<file path="src/include/irq_defines.svh">
// Offsets, bit positions and reset values of the pin interrupt block.
`ifndef IRQ_DEFINES_SVH
`define IRQ_DEFINES_SVH

// ----------------------------------------------------------------------
// Register byte offsets
// ----------------------------------------------------------------------
`define OFS_CONTROL 8'h00
`define OFS_FLAGS 8'h04
`define OFS_MASK_HIGH 8'h08
`define OFS_MASK_LOW 8'h0C
`define OFS_SENSE 8'h10
`define OFS_MODE 8'h14

// ----------------------------------------------------------------------
// Bit positions shared by control and flag registers
// ----------------------------------------------------------------------
`define BIT_EXT1 7
`define BIT_EXT0 6
`define BIT_EXT2 5
`define BIT_GROUP1 4
`define BIT_GROUP0 3

// ----------------------------------------------------------------------
// Sense and mode register fields
// ----------------------------------------------------------------------
`define SENSE_EXT1_HI 3
`define SENSE_EXT1_LO 2
`define SENSE_EXT0_HI 1
`define SENSE_EXT0_LO 0
`define SENSE_EXT2_EDGE 4
`define MODE_LEGACY 0

// ----------------------------------------------------------------------
// Reset values and writable masks
// ----------------------------------------------------------------------
`define RESET_BYTE 8'h00
`define CONTROL_MASK 8'hF8
`define SENSE_MASK 8'h1F
`define MODE_MASK 8'h01
`define WORD_PAD 24'h000000

`endif

</file>
<file path="src/include/irq_pkg.sv">
// Types shared by the pin interrupt block and its sub-modules.
package irq_pkg;

    // ------------------------------------------------------------------
    // One bit per interrupt source, in flag register order
    // ------------------------------------------------------------------
    typedef struct packed {
        logic ext1;
        logic ext0;
        logic ext2;
        logic group1;
        logic group0;
    } irq_vec_t;

    // ------------------------------------------------------------------
    // Request condition of an external pin, in two-bit code order
    // ------------------------------------------------------------------
    typedef enum logic [1:0] {
        SENSE_LOW,
        SENSE_ANY,
        SENSE_FALL,
        SENSE_RISE
    } sense_mode_t;

endpackage : irq_pkg

</file>
<file path="src/rtl/ext_sense.sv">
// Edge and level sensing for one external interrupt pin.
`timescale 1ns/10ps
module ext_sense (
    input wire logic clk_i,
    input wire logic rst_i,
    input wire logic pin_i,
    input wire irq_pkg::sense_mode_t sense_i,
    output logic event_o,
    output logic low_level_o
);

    logic sample;
    logic prev;
    logic primed;
    logic rose;
    logic fell;

    // The pin is sampled once before edges are looked for.
    always_ff @(posedge clk_i) begin
        if (rst_i) begin
            sample <= 1'b0;
            prev <= 1'b0;
            primed <= 1'b0;
        end else begin
            sample <= pin_i;
            prev <= primed ? sample : pin_i;
            primed <= 1'b1;
        end
    end

    function automatic logic detect(irq_pkg::sense_mode_t m, logic r,
                                    logic f);
        case (m)
            irq_pkg::SENSE_ANY: detect = r | f;
            irq_pkg::SENSE_FALL: detect = f;
            irq_pkg::SENSE_RISE: detect = r;
            default: detect = 1'b0;
        endcase
    endfunction : detect

    // The first sample after reset is no edge.
    assign rose = primed & sample & ~prev;
    assign fell = primed & ~sample & prev;
    assign event_o = detect(sense_i, rose, fell);
    assign low_level_o = (sense_i == irq_pkg::SENSE_LOW) & ~sample;

endmodule : ext_sense

</file>
<file path="src/rtl/change_detect.sv">
// Change detection for one group of eight pin-change inputs.
`timescale 1ns/10ps
`include "irq_defines.svh"
module change_detect (
    input wire logic clk_i,
    input wire logic rst_i,
    input wire logic [7:0] pins_i,
    input wire logic [7:0] mask_i,
    input wire logic enable_i,
    output logic change_o
);

    logic [7:0] sync1;
    logic [7:0] sync2;
    logic [7:0] prev;
    logic primed;

    // Two stages guard against metastable pins; prev holds the last sample.
    always_ff @(posedge clk_i) begin
        if (rst_i) begin
            sync1 <= `RESET_BYTE;
            sync2 <= `RESET_BYTE;
            prev <= `RESET_BYTE;
            primed <= 1'b0;
        end else begin
            sync1 <= pins_i;
            sync2 <= sync1;
            prev <= sync2;
            primed <= 1'b1;
        end
    end

    // Only masked-in pins of an enabled group count.
    assign change_o = enable_i & primed & |((sync2 ^ prev) & mask_i);

endmodule : change_detect

</file>
<file path="src/rtl/ext_and_pin_change_irq.sv">
// External pin and pin-change interrupt logic with a Wishbone slave.
//
// Functional notes
// - Group 1 changes request when enabled globally.
// - Group 0 changes request when enabled globally.
// - Each group has its own request line.
// - External 1 event sets flag bit 7.
// - External 0 event sets flag bit 6.
// - External 2 event sets flag bit 5.
// - Group changes set flag bits 4 and 3.
// - Set, enabled flag with global enable requests.
// - Flags clear on vector entry or write-one.
// - Level-sensed external 1/0 flags read zero.
// - Sleep buffer shutoff may set external 2 flag.
// - High mask bits gate group 1 pins.
// - Low mask bits gate group 0 pins.
// - Mask registers read/write, reset to zero.
// - Legacy mode disables pin-change function.
// - Two-bit sense: low, change, fall, rise.
// - External 2 edge select: fall or rise.
// - Pin activity requests regardless of direction.
`timescale 1ns/10ps
`include "irq_defines.svh"
module ext_and_pin_change_irq (
    input wire logic clk_i,
    input wire logic rst_i,
    input wire logic cyc_i,
    input wire logic stb_i,
    input wire logic we_i,
    input wire logic [7:0] adr_i,
    input wire logic [3:0] sel_i,
    input wire logic [31:0] dat_i,
    output logic [31:0] dat_o,
    output logic ack_o,
    input wire logic gie_i,
    input wire logic sleep_i,
    input wire logic ext1_pin_i,
    input wire logic ext0_pin_i,
    input wire logic ext2_pin_i,
    input wire logic [7:0] change_pins_high_i,
    input wire logic [7:0] change_pins_low_i,
    input wire irq_pkg::irq_vec_t vector_taken_i,
    output irq_pkg::irq_vec_t irq_request_o
);

    // ------------------------------------------------------------------
    // Helpers
    // ------------------------------------------------------------------

    function automatic logic [7:0] vec_to_byte(irq_pkg::irq_vec_t v);
        logic [7:0] b;
        b = `RESET_BYTE;
        b[`BIT_EXT1] = v.ext1;
        b[`BIT_EXT0] = v.ext0;
        b[`BIT_EXT2] = v.ext2;
        b[`BIT_GROUP1] = v.group1;
        b[`BIT_GROUP0] = v.group0;
        vec_to_byte = b;
    endfunction : vec_to_byte

    function automatic irq_pkg::irq_vec_t byte_to_vec(logic [7:0] b);
        irq_pkg::irq_vec_t v;
        v.ext1 = b[`BIT_EXT1];
        v.ext0 = b[`BIT_EXT0];
        v.ext2 = b[`BIT_EXT2];
        v.group1 = b[`BIT_GROUP1];
        v.group0 = b[`BIT_GROUP0];
        byte_to_vec = v;
    endfunction : byte_to_vec

    // A set in the same cycle as a clear wins, so no event is lost.
    function automatic logic flag_next(logic cur, logic set, logic clr,
                                       logic force_zero);
        if (force_zero) begin
            flag_next = 1'b0;
        end else begin
            flag_next = set | (cur & ~clr);
        end
    endfunction : flag_next

    // ------------------------------------------------------------------
    // Registers and internal signals
    // ------------------------------------------------------------------

    logic [7:0] irq_control;
    logic [7:0] change_mask_high;
    logic [7:0] change_mask_low;
    logic [7:0] sense_config;
    logic [7:0] mode_config;
    irq_pkg::irq_vec_t irq_flags;
    irq_pkg::irq_vec_t next_flags;
    irq_pkg::irq_vec_t next_request;
    irq_pkg::irq_vec_t enables;
    irq_pkg::irq_vec_t set_events;
    irq_pkg::irq_vec_t write_clear;
    irq_pkg::irq_vec_t clear_events;

    // ------------------------------------------------------------------
    // Wishbone slave decode
    // ------------------------------------------------------------------

    logic take;
    logic wr_fire;
    logic hit_control;
    logic hit_flags;
    logic hit_mask_high;
    logic hit_mask_low;
    logic hit_sense;
    logic hit_mode;
    logic [7:0] wr_byte;
    logic [7:0] read_byte;

    // Ack follows one cycle after the request; writes land on the ack
    // edge, which is the only edge the master treats as the transfer.
    assign take = cyc_i & stb_i & ~ack_o;
    assign wr_fire = cyc_i & stb_i & we_i & ack_o & sel_i[0];
    assign wr_byte = dat_i[7:0];
    assign hit_control = (adr_i == `OFS_CONTROL);
    assign hit_flags = (adr_i == `OFS_FLAGS);
    assign hit_mask_high = (adr_i == `OFS_MASK_HIGH);
    assign hit_mask_low = (adr_i == `OFS_MASK_LOW);
    assign hit_sense = (adr_i == `OFS_SENSE);
    assign hit_mode = (adr_i == `OFS_MODE);

    // Unmapped addresses are acknowledged and read as zero.
    assign read_byte = hit_control ? irq_control :
                       hit_flags ? vec_to_byte(irq_flags) :
                       hit_mask_high ? change_mask_high :
                       hit_mask_low ? change_mask_low :
                       hit_sense ? sense_config :
                       hit_mode ? mode_config :
                       `RESET_BYTE;

    always_ff @(posedge clk_i) begin
        if (rst_i) begin
            ack_o <= 1'b0;
        end else begin
            ack_o <= take;
        end
    end

    always_ff @(posedge clk_i) begin
        if (rst_i) begin
            dat_o <= {`WORD_PAD, `RESET_BYTE};
        end else if (take) begin
            dat_o <= {`WORD_PAD, read_byte};
        end
    end

    // ------------------------------------------------------------------
    // Software registers
    // ------------------------------------------------------------------

    always_ff @(posedge clk_i) begin
        if (rst_i) begin
            irq_control <= `RESET_BYTE;
        end else if (wr_fire & hit_control) begin
            irq_control <= wr_byte & `CONTROL_MASK;
        end
    end

    always_ff @(posedge clk_i) begin
        if (rst_i) begin
            change_mask_high <= `RESET_BYTE;
        end else if (wr_fire & hit_mask_high) begin
            change_mask_high <= wr_byte;
        end
    end

    always_ff @(posedge clk_i) begin
        if (rst_i) begin
            change_mask_low <= `RESET_BYTE;
        end else if (wr_fire & hit_mask_low) begin
            change_mask_low <= wr_byte;
        end
    end

    always_ff @(posedge clk_i) begin
        if (rst_i) begin
            sense_config <= `RESET_BYTE;
        end else if (wr_fire & hit_sense) begin
            sense_config <= wr_byte & `SENSE_MASK;
        end
    end

    always_ff @(posedge clk_i) begin
        if (rst_i) begin
            mode_config <= `RESET_BYTE;
        end else if (wr_fire & hit_mode) begin
            mode_config <= wr_byte & `MODE_MASK;
        end
    end

    // ------------------------------------------------------------------
    // Mode decode
    // ------------------------------------------------------------------

    irq_pkg::sense_mode_t ext1_mode;
    irq_pkg::sense_mode_t ext0_mode;
    irq_pkg::sense_mode_t ext2_mode;
    logic legacy;
    logic ext1_level;
    logic ext0_level;
    logic ext2_buffer_off;
    logic ext2_internal;
    logic group1_active;
    logic group0_active;

    assign enables = byte_to_vec(irq_control);
    assign ext1_mode = irq_pkg::sense_mode_t'({
        sense_config[`SENSE_EXT1_HI], sense_config[`SENSE_EXT1_LO]});
    assign ext0_mode = irq_pkg::sense_mode_t'({
        sense_config[`SENSE_EXT0_HI], sense_config[`SENSE_EXT0_LO]});
    // External 2 only has the two edge codes of the shared decoder.
    assign ext2_mode = irq_pkg::sense_mode_t'({
        1'b1, sense_config[`SENSE_EXT2_EDGE]});
    assign ext1_level = (ext1_mode == irq_pkg::SENSE_LOW);
    assign ext0_level = (ext0_mode == irq_pkg::SENSE_LOW);
    assign legacy = mode_config[`MODE_LEGACY];

    // In sleep with external 2 disabled the input buffer is shut off and
    // the internal level drops; the edge this makes may set the flag.
    assign ext2_buffer_off = sleep_i & ~enables.ext2;
    assign ext2_internal = ext2_buffer_off ? 1'b0 : ext2_pin_i;

    // The mask registers stay writable in legacy mode, but both group
    // enables are gated there, so the whole pin-change function is switched off.
    assign group1_active = enables.group1 & ~legacy;
    assign group0_active = enables.group0 & ~legacy;

    // ------------------------------------------------------------------
    // Pin sensing
    // ------------------------------------------------------------------

    logic ext1_event;
    logic ext0_event;
    logic ext2_event;
    logic ext1_low;
    logic ext0_low;
    logic ext2_low_unused;
    logic group1_change;
    logic group0_change;

    // Pins are sensed whatever their port direction is.
    ext_sense ext1_sense (
        .clk_i(clk_i),
        .rst_i(rst_i),
        .pin_i(ext1_pin_i),
        .sense_i(ext1_mode),
        .event_o(ext1_event),
        .low_level_o(ext1_low)
    );

    ext_sense ext0_sense (
        .clk_i(clk_i),
        .rst_i(rst_i),
        .pin_i(ext0_pin_i),
        .sense_i(ext0_mode),
        .event_o(ext0_event),
        .low_level_o(ext0_low)
    );

    ext_sense ext2_sense (
        .clk_i(clk_i),
        .rst_i(rst_i),
        .pin_i(ext2_internal),
        .sense_i(ext2_mode),
        .event_o(ext2_event),
        .low_level_o(ext2_low_unused)
    );

    change_detect group1_detect (
        .clk_i(clk_i),
        .rst_i(rst_i),
        .pins_i(change_pins_high_i),
        .mask_i(change_mask_high),
        .enable_i(group1_active),
        .change_o(group1_change)
    );

    change_detect group0_detect (
        .clk_i(clk_i),
        .rst_i(rst_i),
        .pins_i(change_pins_low_i),
        .mask_i(change_mask_low),
        .enable_i(group0_active),
        .change_o(group0_change)
    );

    // ------------------------------------------------------------------
    // Flags
    // ------------------------------------------------------------------

    assign set_events.ext1 = ext1_event;
    assign set_events.ext0 = ext0_event;
    assign set_events.ext2 = ext2_event;
    assign set_events.group1 = group1_change;
    assign set_events.group0 = group0_change;

    assign write_clear = byte_to_vec((wr_fire & hit_flags) ?
                                     wr_byte : `RESET_BYTE);
    assign clear_events = write_clear | vector_taken_i;

    // Level-sensed pins keep no flag; their request follows the pin.
    assign next_flags.ext1 = flag_next(irq_flags.ext1, set_events.ext1,
                                       clear_events.ext1, ext1_level);
    assign next_flags.ext0 = flag_next(irq_flags.ext0, set_events.ext0,
                                       clear_events.ext0, ext0_level);
    assign next_flags.ext2 = flag_next(irq_flags.ext2, set_events.ext2,
                                       clear_events.ext2, 1'b0);
    assign next_flags.group1 = flag_next(irq_flags.group1,
                                         set_events.group1,
                                         clear_events.group1, 1'b0);
    assign next_flags.group0 = flag_next(irq_flags.group0,
                                         set_events.group0,
                                         clear_events.group0, 1'b0);

    always_ff @(posedge clk_i) begin
        if (rst_i) begin
            irq_flags <= byte_to_vec(`RESET_BYTE);
        end else begin
            irq_flags <= next_flags;
        end
    end

    // ------------------------------------------------------------------
    // Requests towards the CPU vectoring
    // ------------------------------------------------------------------

    // Each source drives its own line so the CPU picks its own vector.
    assign next_request.ext1 = gie_i & enables.ext1 &
                               (ext1_level ? ext1_low : irq_flags.ext1);
    assign next_request.ext0 = gie_i & enables.ext0 &
                               (ext0_level ? ext0_low : irq_flags.ext0);
    assign next_request.ext2 = gie_i & enables.ext2 & irq_flags.ext2;
    assign next_request.group1 = gie_i & group1_active &
                                 irq_flags.group1;
    assign next_request.group0 = gie_i & group0_active &
                                 irq_flags.group0;

    always_ff @(posedge clk_i) begin
        if (rst_i) begin
            irq_request_o <= byte_to_vec(`RESET_BYTE);
        end else begin
            irq_request_o <= next_request;
        end
    end

endmodule : ext_and_pin_change_irq

</file>
<file path="config.mk">
export PLATFORM = sky130hd
export DESIGN_NAME = ext_and_pin_change_irq
export DESIGN_NICKNAME = d
export VERILOG_FILES = /design/src/include/irq_pkg.sv /design/src/rtl/ext_sense.sv /design/src/rtl/change_detect.sv /design/src/rtl/ext_and_pin_change_irq.sv
export VERILOG_INCLUDE_DIRS = /design/src /design/src/include
export SDC_FILE = /design/constraint.sdc
export NUM_CORES = 1
export LEC_CHECK = 0
export BUFFER_PORTS_ARGS = -buffer_cell sky130_fd_sc_hd__buf_2
export CORE_MARGIN = 2
export CORE_UTILIZATION = 58
export CTS_BUF_LIST = sky130_fd_sc_hd__clkbuf_2 sky130_fd_sc_hd__clkbuf_4 sky130_fd_sc_hd__clkbuf_8
export CTS_CLUSTER_SIZE = 28
export DETAILED_ROUTE_END_ITERATION = 8
export HOLD_SLACK_MARGIN = 0.15
export PLACE_DENSITY = 0.91
export SYNTH_ARGS = -nofsm -noshare
export SYNTH_HDL_FRONTEND = slang
export SYNTH_SLANG_ARGS = --single-unit
</file>
<file path="constraint.sdc">
create_clock -name clk_i -period 3.48 [get_ports clk_i]
set_input_delay 0.696 -clock clk_i [delete_from_list [all_inputs] [get_ports clk_i]]
set_output_delay 0.696 -clock clk_i [all_outputs]
set_load 0.005 [all_outputs]
</file>
==> results.txt, run 1 <==
----------------------------------------------------
[STA]
  Final Critical Period ... 2.17 ns
  FMAX ... between 400 and 500 MHz
  RSZ-0062 raised after global routing ... false
  Tightest Pin Transition ... 0.692 ns
  Slew Viols, Final ... 0
  Fin Clk Skew ... 0.00897 ns
  Final hold violations ... 0
  Relative slew slack ... 0.535
  Total of endpoints with negative setup slack in the final report ... 0
  Post-Route Setup TNS ... 0 ns
  Post-route clock period utilization ... 0.625

[Synth]
  Number of flops mapped to enable cells by yosys ... 0
  Simple-gate share of the synthesized area ... 0.232
  Largest family of logic cells by synthesized area ... simple AND/OR/NAND/NOR gates
  Synthesized flop and latch total ... 101
  Async set or reset register ratio after synthesis ... 0
  Cell with the most instances after synthesis ... sky130_fd_sc_hd__dfxtp_1
  Multiplexer share of the synthesized area ... 0.0859
  Avg Inst Size Synth ... 9.76 um^2
  Post-Syn Area ... 4080 um^2
  Synth Area in Adders ... 0
  Area fraction in compound gates after synthesis ... 0.0862
  Biggest area consumer among synthesized cells ... sky130_fd_sc_hd__dfxtp_1
  Most area-consuming cells after synthesis ... sky130_fd_sc_hd__dfxtp_1 50%, sky130_fd_sc_hd__nor2b_1 9.8%, sky130_fd_sc_hd__mux2i_1 8.6%, sky130_fd_sc_hd__buf_4 4.4%, sky130_fd_sc_hd__nor2_1 3.8%
  Post-synthesis share of cell area spent on xor and xnor gates ... 0.0344
  Mapped Cells ... 418
  Predominant post-synthesis flop cell ... sky130_fd_sc_hd__dfxtp_1
  Fraction of post-synthesis cell area in the top cell type by area ... 0.496
  Number of unique standard cell types used by synthesis ... 46
  Top cells by instance count after synthesis ... 101 x sky130_fd_sc_hd__dfxtp_1, 64 x sky130_fd_sc_hd__nor2b_1, 41 x sky130_fd_sc_hd__nor2_1
  YS warnings ... 0
  Fraction of the yosys area taken by sequential cells ... 0.496

[GRT]
  Global-route wire length before repair ... 13.6 mm
  Number of antenna violations at the first check in global routing ... 0
  Pin count of the biggest net entering global routing ... 48
  Met1 Usage GRT ... 0.274
  Met2 usage in global routing ... 0.408
  Overall global routing resource usage ... 0.229
  Overflow left after global routing ... 0
  Number of global-route vias before repair ... ~2900
  Busiest metal layer after global routing ... met2
  Met3 usage ... 0.0481

[Power and ir drop]
  Power density over the cells ... 450 nW/um^2
  Switching part of the total ... 0.257
  Fraction of power consumed by the clock network ... 0.353
  Sequential power share ... 0.584
  Combinational Power Share ... 0.063
  Maximum VDD drop ... 419 uV
  Overall power of the completed layout ... 2.05 mW
  Cell-internal power ... 1.52 mW
  Switching power of the nets ... 526 uW
  Leakage component of the power ... between 2 and 2.5 nW

[Floorplanning]
  Die area ... 7720 um^2
  I/O pin cnt ... around 110
  Width of the die ... 87.9 um
  Total core area ... 6790 um^2
  Initial cell density of the core ... 0.600
  Standard-cell row count ... 30
  Die boundary height ... between 80 and 90 um

[Setup path]
  Worst EP required ... 3.74 ns
  Cell family with the largest share of critical-path delay ... simple AND/OR/NAND/NOR gates
  Register-to-Register Path Depth ... 4
  Internal reg-to-reg setup slack ... 1.74 ns
  Worst Setup Start Kind ... input pin
  Sum of buffers and inverters on the critical path ... 1
  Logic depth of the worst path, buffers included ... 5
  Biggest fanout along the worst timing path ... 18
  Cell-by-cell listing of the critical path ... buf_2 > nor4b_1 > nand4_1 > mux2i_1 > nor2_1
  Data arrival time of the worst path ... between 2 and 2.5 ns
  Destination of the worst register-to-register timing path ... irq_flags[1]
  Type of the setup path with the least slack ... input pin to flip-flop
  Library cell contributing the largest single delay on the critical path ... sky130_fd_sc_hd__nand4_1
  Critical path endpoint category ... flip-flop
  R2r startpoint ... ack_o
  Peak per-stage delay on the critical path ... 0.61 ns

[Final layout]
  Synth-to-Final Area Change ... 11.6%
  Sequential cell area ... 2020 um^2
  Fill cell total of the finished layout ... 541
  Nets ... approximately 550
  Combined area of the multi-input logic cells ... around 1900 um^2
  Fraction of layout instances using a drive strength above 1 ... 0.172
  Antenna fix cells ... 0

[Drt]
  Vias post-DR ... a little over 3000
  DRC violation total after the first TritonRoute iteration ... 200
  Antenna-violating nets left ... 0
  Wire length reported by the detailed router ... roughly 8.4 mm
  Via density ... 5.28
  Average wire per cell in the routed design ... approximately 15 um
  First-pass detailed-route iteration total ... 5
  DRC errors left ... 0

[Clocking]
  TritonCTS Buffers ... 9
  CTS root buf ... sky130_fd_sc_hd__clkbuf_8
  Number of hold-repair buffers added at the cts stage ... 0
  Clock slew at the register clock pins of the worst setup and hold paths ... 0.10 ns
  Number of gates resized after CTS ... 0
  Clock sinks ... 101
  Depth of the CTS H-tree ... 3
  Clock latency of the later-clocked register in the worst-skew pair ... 0.37 ns
  Clk buf depth ... 2
  Clock tree from TritonCTS ... done
  Post-CTS repair timing setup buffer count ... 0

[Worst hold path]
  Endpoint with the worst hold slack ... group0_detect.sync2[4]
  Launch point of the worst hold path ... group0_detect.sync1[4]
  Hold Crit Depth ... 1
  Type of the tightest min-delay check ... flip-flop to flip-flop

[Placement]
  Post-detailed-placement half-perimeter wirelength ... roughly 6 mm
  Final weighted congestion in routability-driven placement ... 0.893
  Input/output buffers ... 61

[Run]
  Max-cap violation count ... 0

[Status]
  Result of the run ... completed

----------------------------------------------------
==> cell families after synthesis <==
group                     after synthesis
DFF                                   101
buffers and inverters                  44
xor gates and xnor gates               16
and+or+nand+nor                       171
AOI/OAI and AO/OA                      50
muxes                                  35
other                                   1
==> cell type report <==
| class | instances | area share |
|---|---|---|
| flip-flops and latches | 101 | 0.444 |
| multi-input cells | 296 | 0.413 |
| repair buffers | 63 | 0.0704 |
| clock buffers | 9 | 0.0272 |
| well taps | 96 | 0.0264 |
| clock inverters | 7 | 0.0170 |
| inverters | 2 | 0.00165 |
==> metal layers <==
metal	up-vias	wire, um
li1	1482	-
met1	1408	3480
met2	122	4130
met3	19	544
met4	0	204
met5	-	0
==> state kept, by name (all words and copies together) (netlist names), 5 cells and up <==
register and count:
group0_detect.sync1 8, group0_detect.sync2 8, change_mask_low 8, dat_o 8
group1_detect.sync2 8, sense_config 5, irq_flags 5, irq_control 5
group1_detect.sync1 8, group0_detect.prev 8, change_mask_high 8, group1_detect.prev 8
irq_request_o 5
==> worst register-to-register path, delay by kind of cell (launching register included) <==
family,cells,cell delay (ns)
flops,1,0.42
simple gates,2,0.81
compound gates,2,0.41
==> worst max path at each step <==
stage,from,slack [ns],endpoint
6_report,adr_i[3],1.31,change_mask_low[4]
4_1_cts,adr_i[3],1.32,change_mask_low[4]
2_1_floorplan,adr_i[5],1.32,change_mask_high[7]
3_3_place_gp,adr_i[3],0.96,change_mask_low[5]
5_1_grt,adr_i[3],1.14,change_mask_low[4]
3_5_place_dp,adr_i[3],0.94,change_mask_low[7]
==> power groups by stage <==
stage | clock [mW] | sequential (mW) | combinational (mW)
finish | 0.723 | 1.20 | 0.128
global route | 0.783 | 1.20 | 0.144
CTS | 0.728 | 1.20 | 0.127
detailed placement | 0 | 1.22 | 0.126
global placement | 0 | 1.22 | 0.124
floorplan | 0 | 1.22 | 0.0983
==> cell usage in the layout (no fill, tap or decap), types with 3 or more instances in the layout <==
cell	n
sky130_fd_sc_hd__nand4_1	6
sky130_fd_sc_hd__and3_1	6
sky130_fd_sc_hd__nor2b_1	64
sky130_fd_sc_hd__nor3b_1	4
sky130_fd_sc_hd__clkbuf_8	9
sky130_fd_sc_hd__a31o_1	4
sky130_fd_sc_hd__nand2_1	22
sky130_fd_sc_hd__dfxtp_1	101
sky130_fd_sc_hd__nand4b_1	3
sky130_fd_sc_hd__o21ai_0	12
sky130_fd_sc_hd__nor2_1	41
sky130_fd_sc_hd__nor3_1	5
sky130_fd_sc_hd__conb_1	24
sky130_fd_sc_hd__or3_1	3
sky130_fd_sc_hd__buf_2	61
sky130_fd_sc_hd__a2bb2oi_1	3
sky130_fd_sc_hd__a22oi_1	10
sky130_fd_sc_hd__mux2i_1	35
sky130_fd_sc_hd__a21oi_1	5
sky130_fd_sc_hd__xor2_1	16
==> metrics by stage <==
step                      setup WS (ns)  cell area (um^2)   util  instances  hold slack, ns
after global placement            0.958              4350  0.640        558           0.419
after global routing               1.14              4550  0.670        574           0.461
final                              1.31              4550  0.670        574           0.443
after detailed placement          0.939              4350  0.640        558           0.420
after CTS                          1.32              4550  0.670        574           0.445
after floorplan                    1.32              4170      -        441           0.414
Note: power is estimated with default switching activity, not from simulation.
==> inputs of run 2 (changes only) <==
--- a/config.mk
+++ b/config.mk
@@ -8,12 +8,12 @@
 export LEC_CHECK = 0
 export BUFFER_PORTS_ARGS = -buffer_cell sky130_fd_sc_hd__buf_2
 export CORE_MARGIN = 2
-export CORE_UTILIZATION = 58
+export CORE_UTILIZATION = 49
 export CTS_BUF_LIST = sky130_fd_sc_hd__clkbuf_2 sky130_fd_sc_hd__clkbuf_4 sky130_fd_sc_hd__clkbuf_8
 export CTS_CLUSTER_SIZE = 28
 export DETAILED_ROUTE_END_ITERATION = 8
 export HOLD_SLACK_MARGIN = 0.15
-export PLACE_DENSITY = 0.91
+export PLACE_DENSITY = 0.83
 export SYNTH_ARGS = -nofsm -noshare
 export SYNTH_HDL_FRONTEND = slang
 export SYNTH_SLANG_ARGS = --single-unit
==> constraint.sdc (replaced) <==
create_clock -name clk_i -period 2 [get_ports clk_i]
set_input_delay 0.4 -clock clk_i [delete_from_list [all_inputs] [get_ports clk_i]]
set_output_delay 0.4 -clock clk_i [all_outputs]
set_load 0.005 [all_outputs]
==> run 2 against run 1 <==
Against the previous run: register-to-register slack lost 1.3 ns; die area grew 17%; via count shrank 1.7%; clock skew grew 0.0021 ns; combinational power grew 78%; utilization shrank 10 points; global-route usage shrank 3.9 points; wire length shrank 1.9%; count of clock-buffer cells in the layout is the same; critical path depth shrank 1; power grew 72%; non-clock buffer count grew 9; highest routed layer unchanged.
==> results.txt, run 2 (same netlist as run 1, synthesis figures left out) <==
----------------------------------------------------
[Placement]
  Post-detailed-placement half-perimeter wirelength ... 6.21 mm
  Input/output buffers ... 61
  Final weighted congestion in routability-driven placement ... 0.882
  Total placed instance area ... 4430 um^2
  Post-placement worst setup slack ... 0.0648 ns

[Drt]
  First-pass detailed-route iteration total ... 4
  Vias post-DR ... 2980
  DRC violation total after the first TritonRoute iteration ... 103
  Average wire per cell in the routed design ... between 10 and 15 um
  DRC errors left ... 0
  Wire length reported by the detailed router ... 8.20 mm
  Via density ... 5.03
  Antenna-violating nets left ... 0

[GRT]
  Global-route wire length before repair ... 13.0 mm
  Met2 usage in global routing ... 0.316
  Busiest metal layer after global routing ... met2
  Number of global-route vias before repair ... 2742
  Overall global routing resource usage ... 0.189
  Met1 Usage GRT ... 0.243
  Met3 usage ... 0.0411
  Number of antenna violations at the first check in global routing ... 0
  Pin count of the biggest net entering global routing ... 35
  Overflow left after global routing ... 0

[Clocking]
  CTS root buf ... sky130_fd_sc_hd__clkbuf_8
  TritonCTS Buffers ... 9
  Clock tree from TritonCTS ... done
  Clock latency of the later-clocked register in the worst-skew pair ... 0.36 ns
  Clk buf depth ... 2
  Clock slew at the register clock pins of the worst setup and hold paths ... 0.10 ns
  Post-CTS repair timing setup buffer count ... 0
  Clock sinks ... 101
  Number of gates resized after CTS ... 0
  Number of hold-repair buffers added at the cts stage ... 0
  Depth of the CTS H-tree ... 3

[STA]
  RSZ-0062 raised after global routing ... false
  Post-Route Setup TNS ... 0 ns
  FMAX ... 635 MHz
  Min Hold Slack ... approximately 0.24 ns
  Final hold violations ... 0
  Fin Clk Skew ... 0.0111 ns
  Final Critical Period ... about 1.6 ns
  Least setup slack across all paths after layout ... 0.426 ns
  Post-route clock period utilization ... 0.787
  Total of endpoints with negative setup slack in the final report ... 0
  Slew Viols, Final ... 0

[Floorplanning]
  Die boundary height ... about 95 um
  Total core area ... 8130 um^2
  I/O pin cnt ... 113
  Standard-cell row count ... 33
  Width of the die ... 95.2 um
  Die area ... around 9100 um^2
  Initial cell density of the core ... 0.501

[Setup path]
  Register-to-Register Path Depth ... 4
  Biggest fanout along the worst timing path ... 8
  Worst Setup Start Kind ... flip-flop
  Type of the setup path with the least slack ... flip-flop to flip-flop
  Data arrival time of the worst path ... 1.83 ns
  Critical path endpoint category ... flip-flop
  Worst EP required ... 2.25 ns

[Final layout]
  Synth-to-Final Area Change ... 13.2%
  Final Instance Area ... ~4600 um^2
  Fraction of layout instances using a drive strength above 1 ... 0.187
  Antenna fix cells ... 0
  Nets ... 557
  Fill cell total of the finished layout ... around 730
  Post-Route Utilization ... 0.567
  Commonest non-fill, non-tap cells in the layout ... 101 x sky130_fd_sc_hd__dfxtp_1, 64 x sky130_fd_sc_hd__nor2b_1, 61 x sky130_fd_sc_hd__buf_2
  Most frequent standard cell in the layout excluding fill and tap cells ... sky130_fd_sc_hd__dfxtp_1

[Status]
  Result of the run ... completed

[Run]
  Max-cap violation count ... 0

[Power and ir drop]
  Maximum VDD drop ... 473 uV
  Leakage component of the power ... 2.18 nW
  Power density over the cells ... 764 nW/um^2

[Worst hold path]
  Hold Crit Depth ... 2
  Type of the tightest min-delay check ... input pin to flip-flop

----------------------------------------------------
run 2: path summary, 6_finish.rpt:
check	from	end	slack, ns
setup / recovery	ack_o	change_mask_high[2]	0.43
hold / removal	change_pins_low_i[3]	group0_detect.sync1[3]	0.24
setup reg to reg	ack_o	change_mask_high[2]	0.43
hold reg to reg	group0_detect.sync1[4]	group0_detect.sync2[4]	0.44
run 2: area by class of cell:
class	count	area, um^2	area share
inverter	2	7.51	0.00163
clock inverter	7	63.8	0.0138
tap	105	131	0.0285
timing repair buffer	72	388	0.0840
sequential	101	2020	0.438
multi-input combinational	296	1880	0.407
clock buffer	9	124	0.0268
run 2: where the power goes:
part           internal (mW)  switching, mW  total, mW
sequential              2.06         0.0236       2.08
combinational          0.103          0.125      0.228
clock                  0.483          0.736       1.22
run 2: critical path, cell delays in order, from the launching register on:
cell                       delay [ns]
sky130_fd_sc_hd__dfxtp_1         0.44
sky130_fd_sc_hd__nand4b_1        0.14
sky130_fd_sc_hd__or4_4           0.62
sky130_fd_sc_hd__mux2i_1         0.21
sky130_fd_sc_hd__nor2_1          0.05
run 2: routing by layer:
layer / part of all wire / vias up
li1: - / 1515
met1: 0.45 / 1358
met2: 0.47 / 96
met3: 0.062 / 11
met4: 0.015 / 0
met5: 0 / -
run 2: stage by stage:
step	std cells	power (mW)
finish	592	3.53
CTS	592	3.55
detailed placement	576	2.35
floorplan	441	2.29
global route	592	3.68
global placement	576	2.35
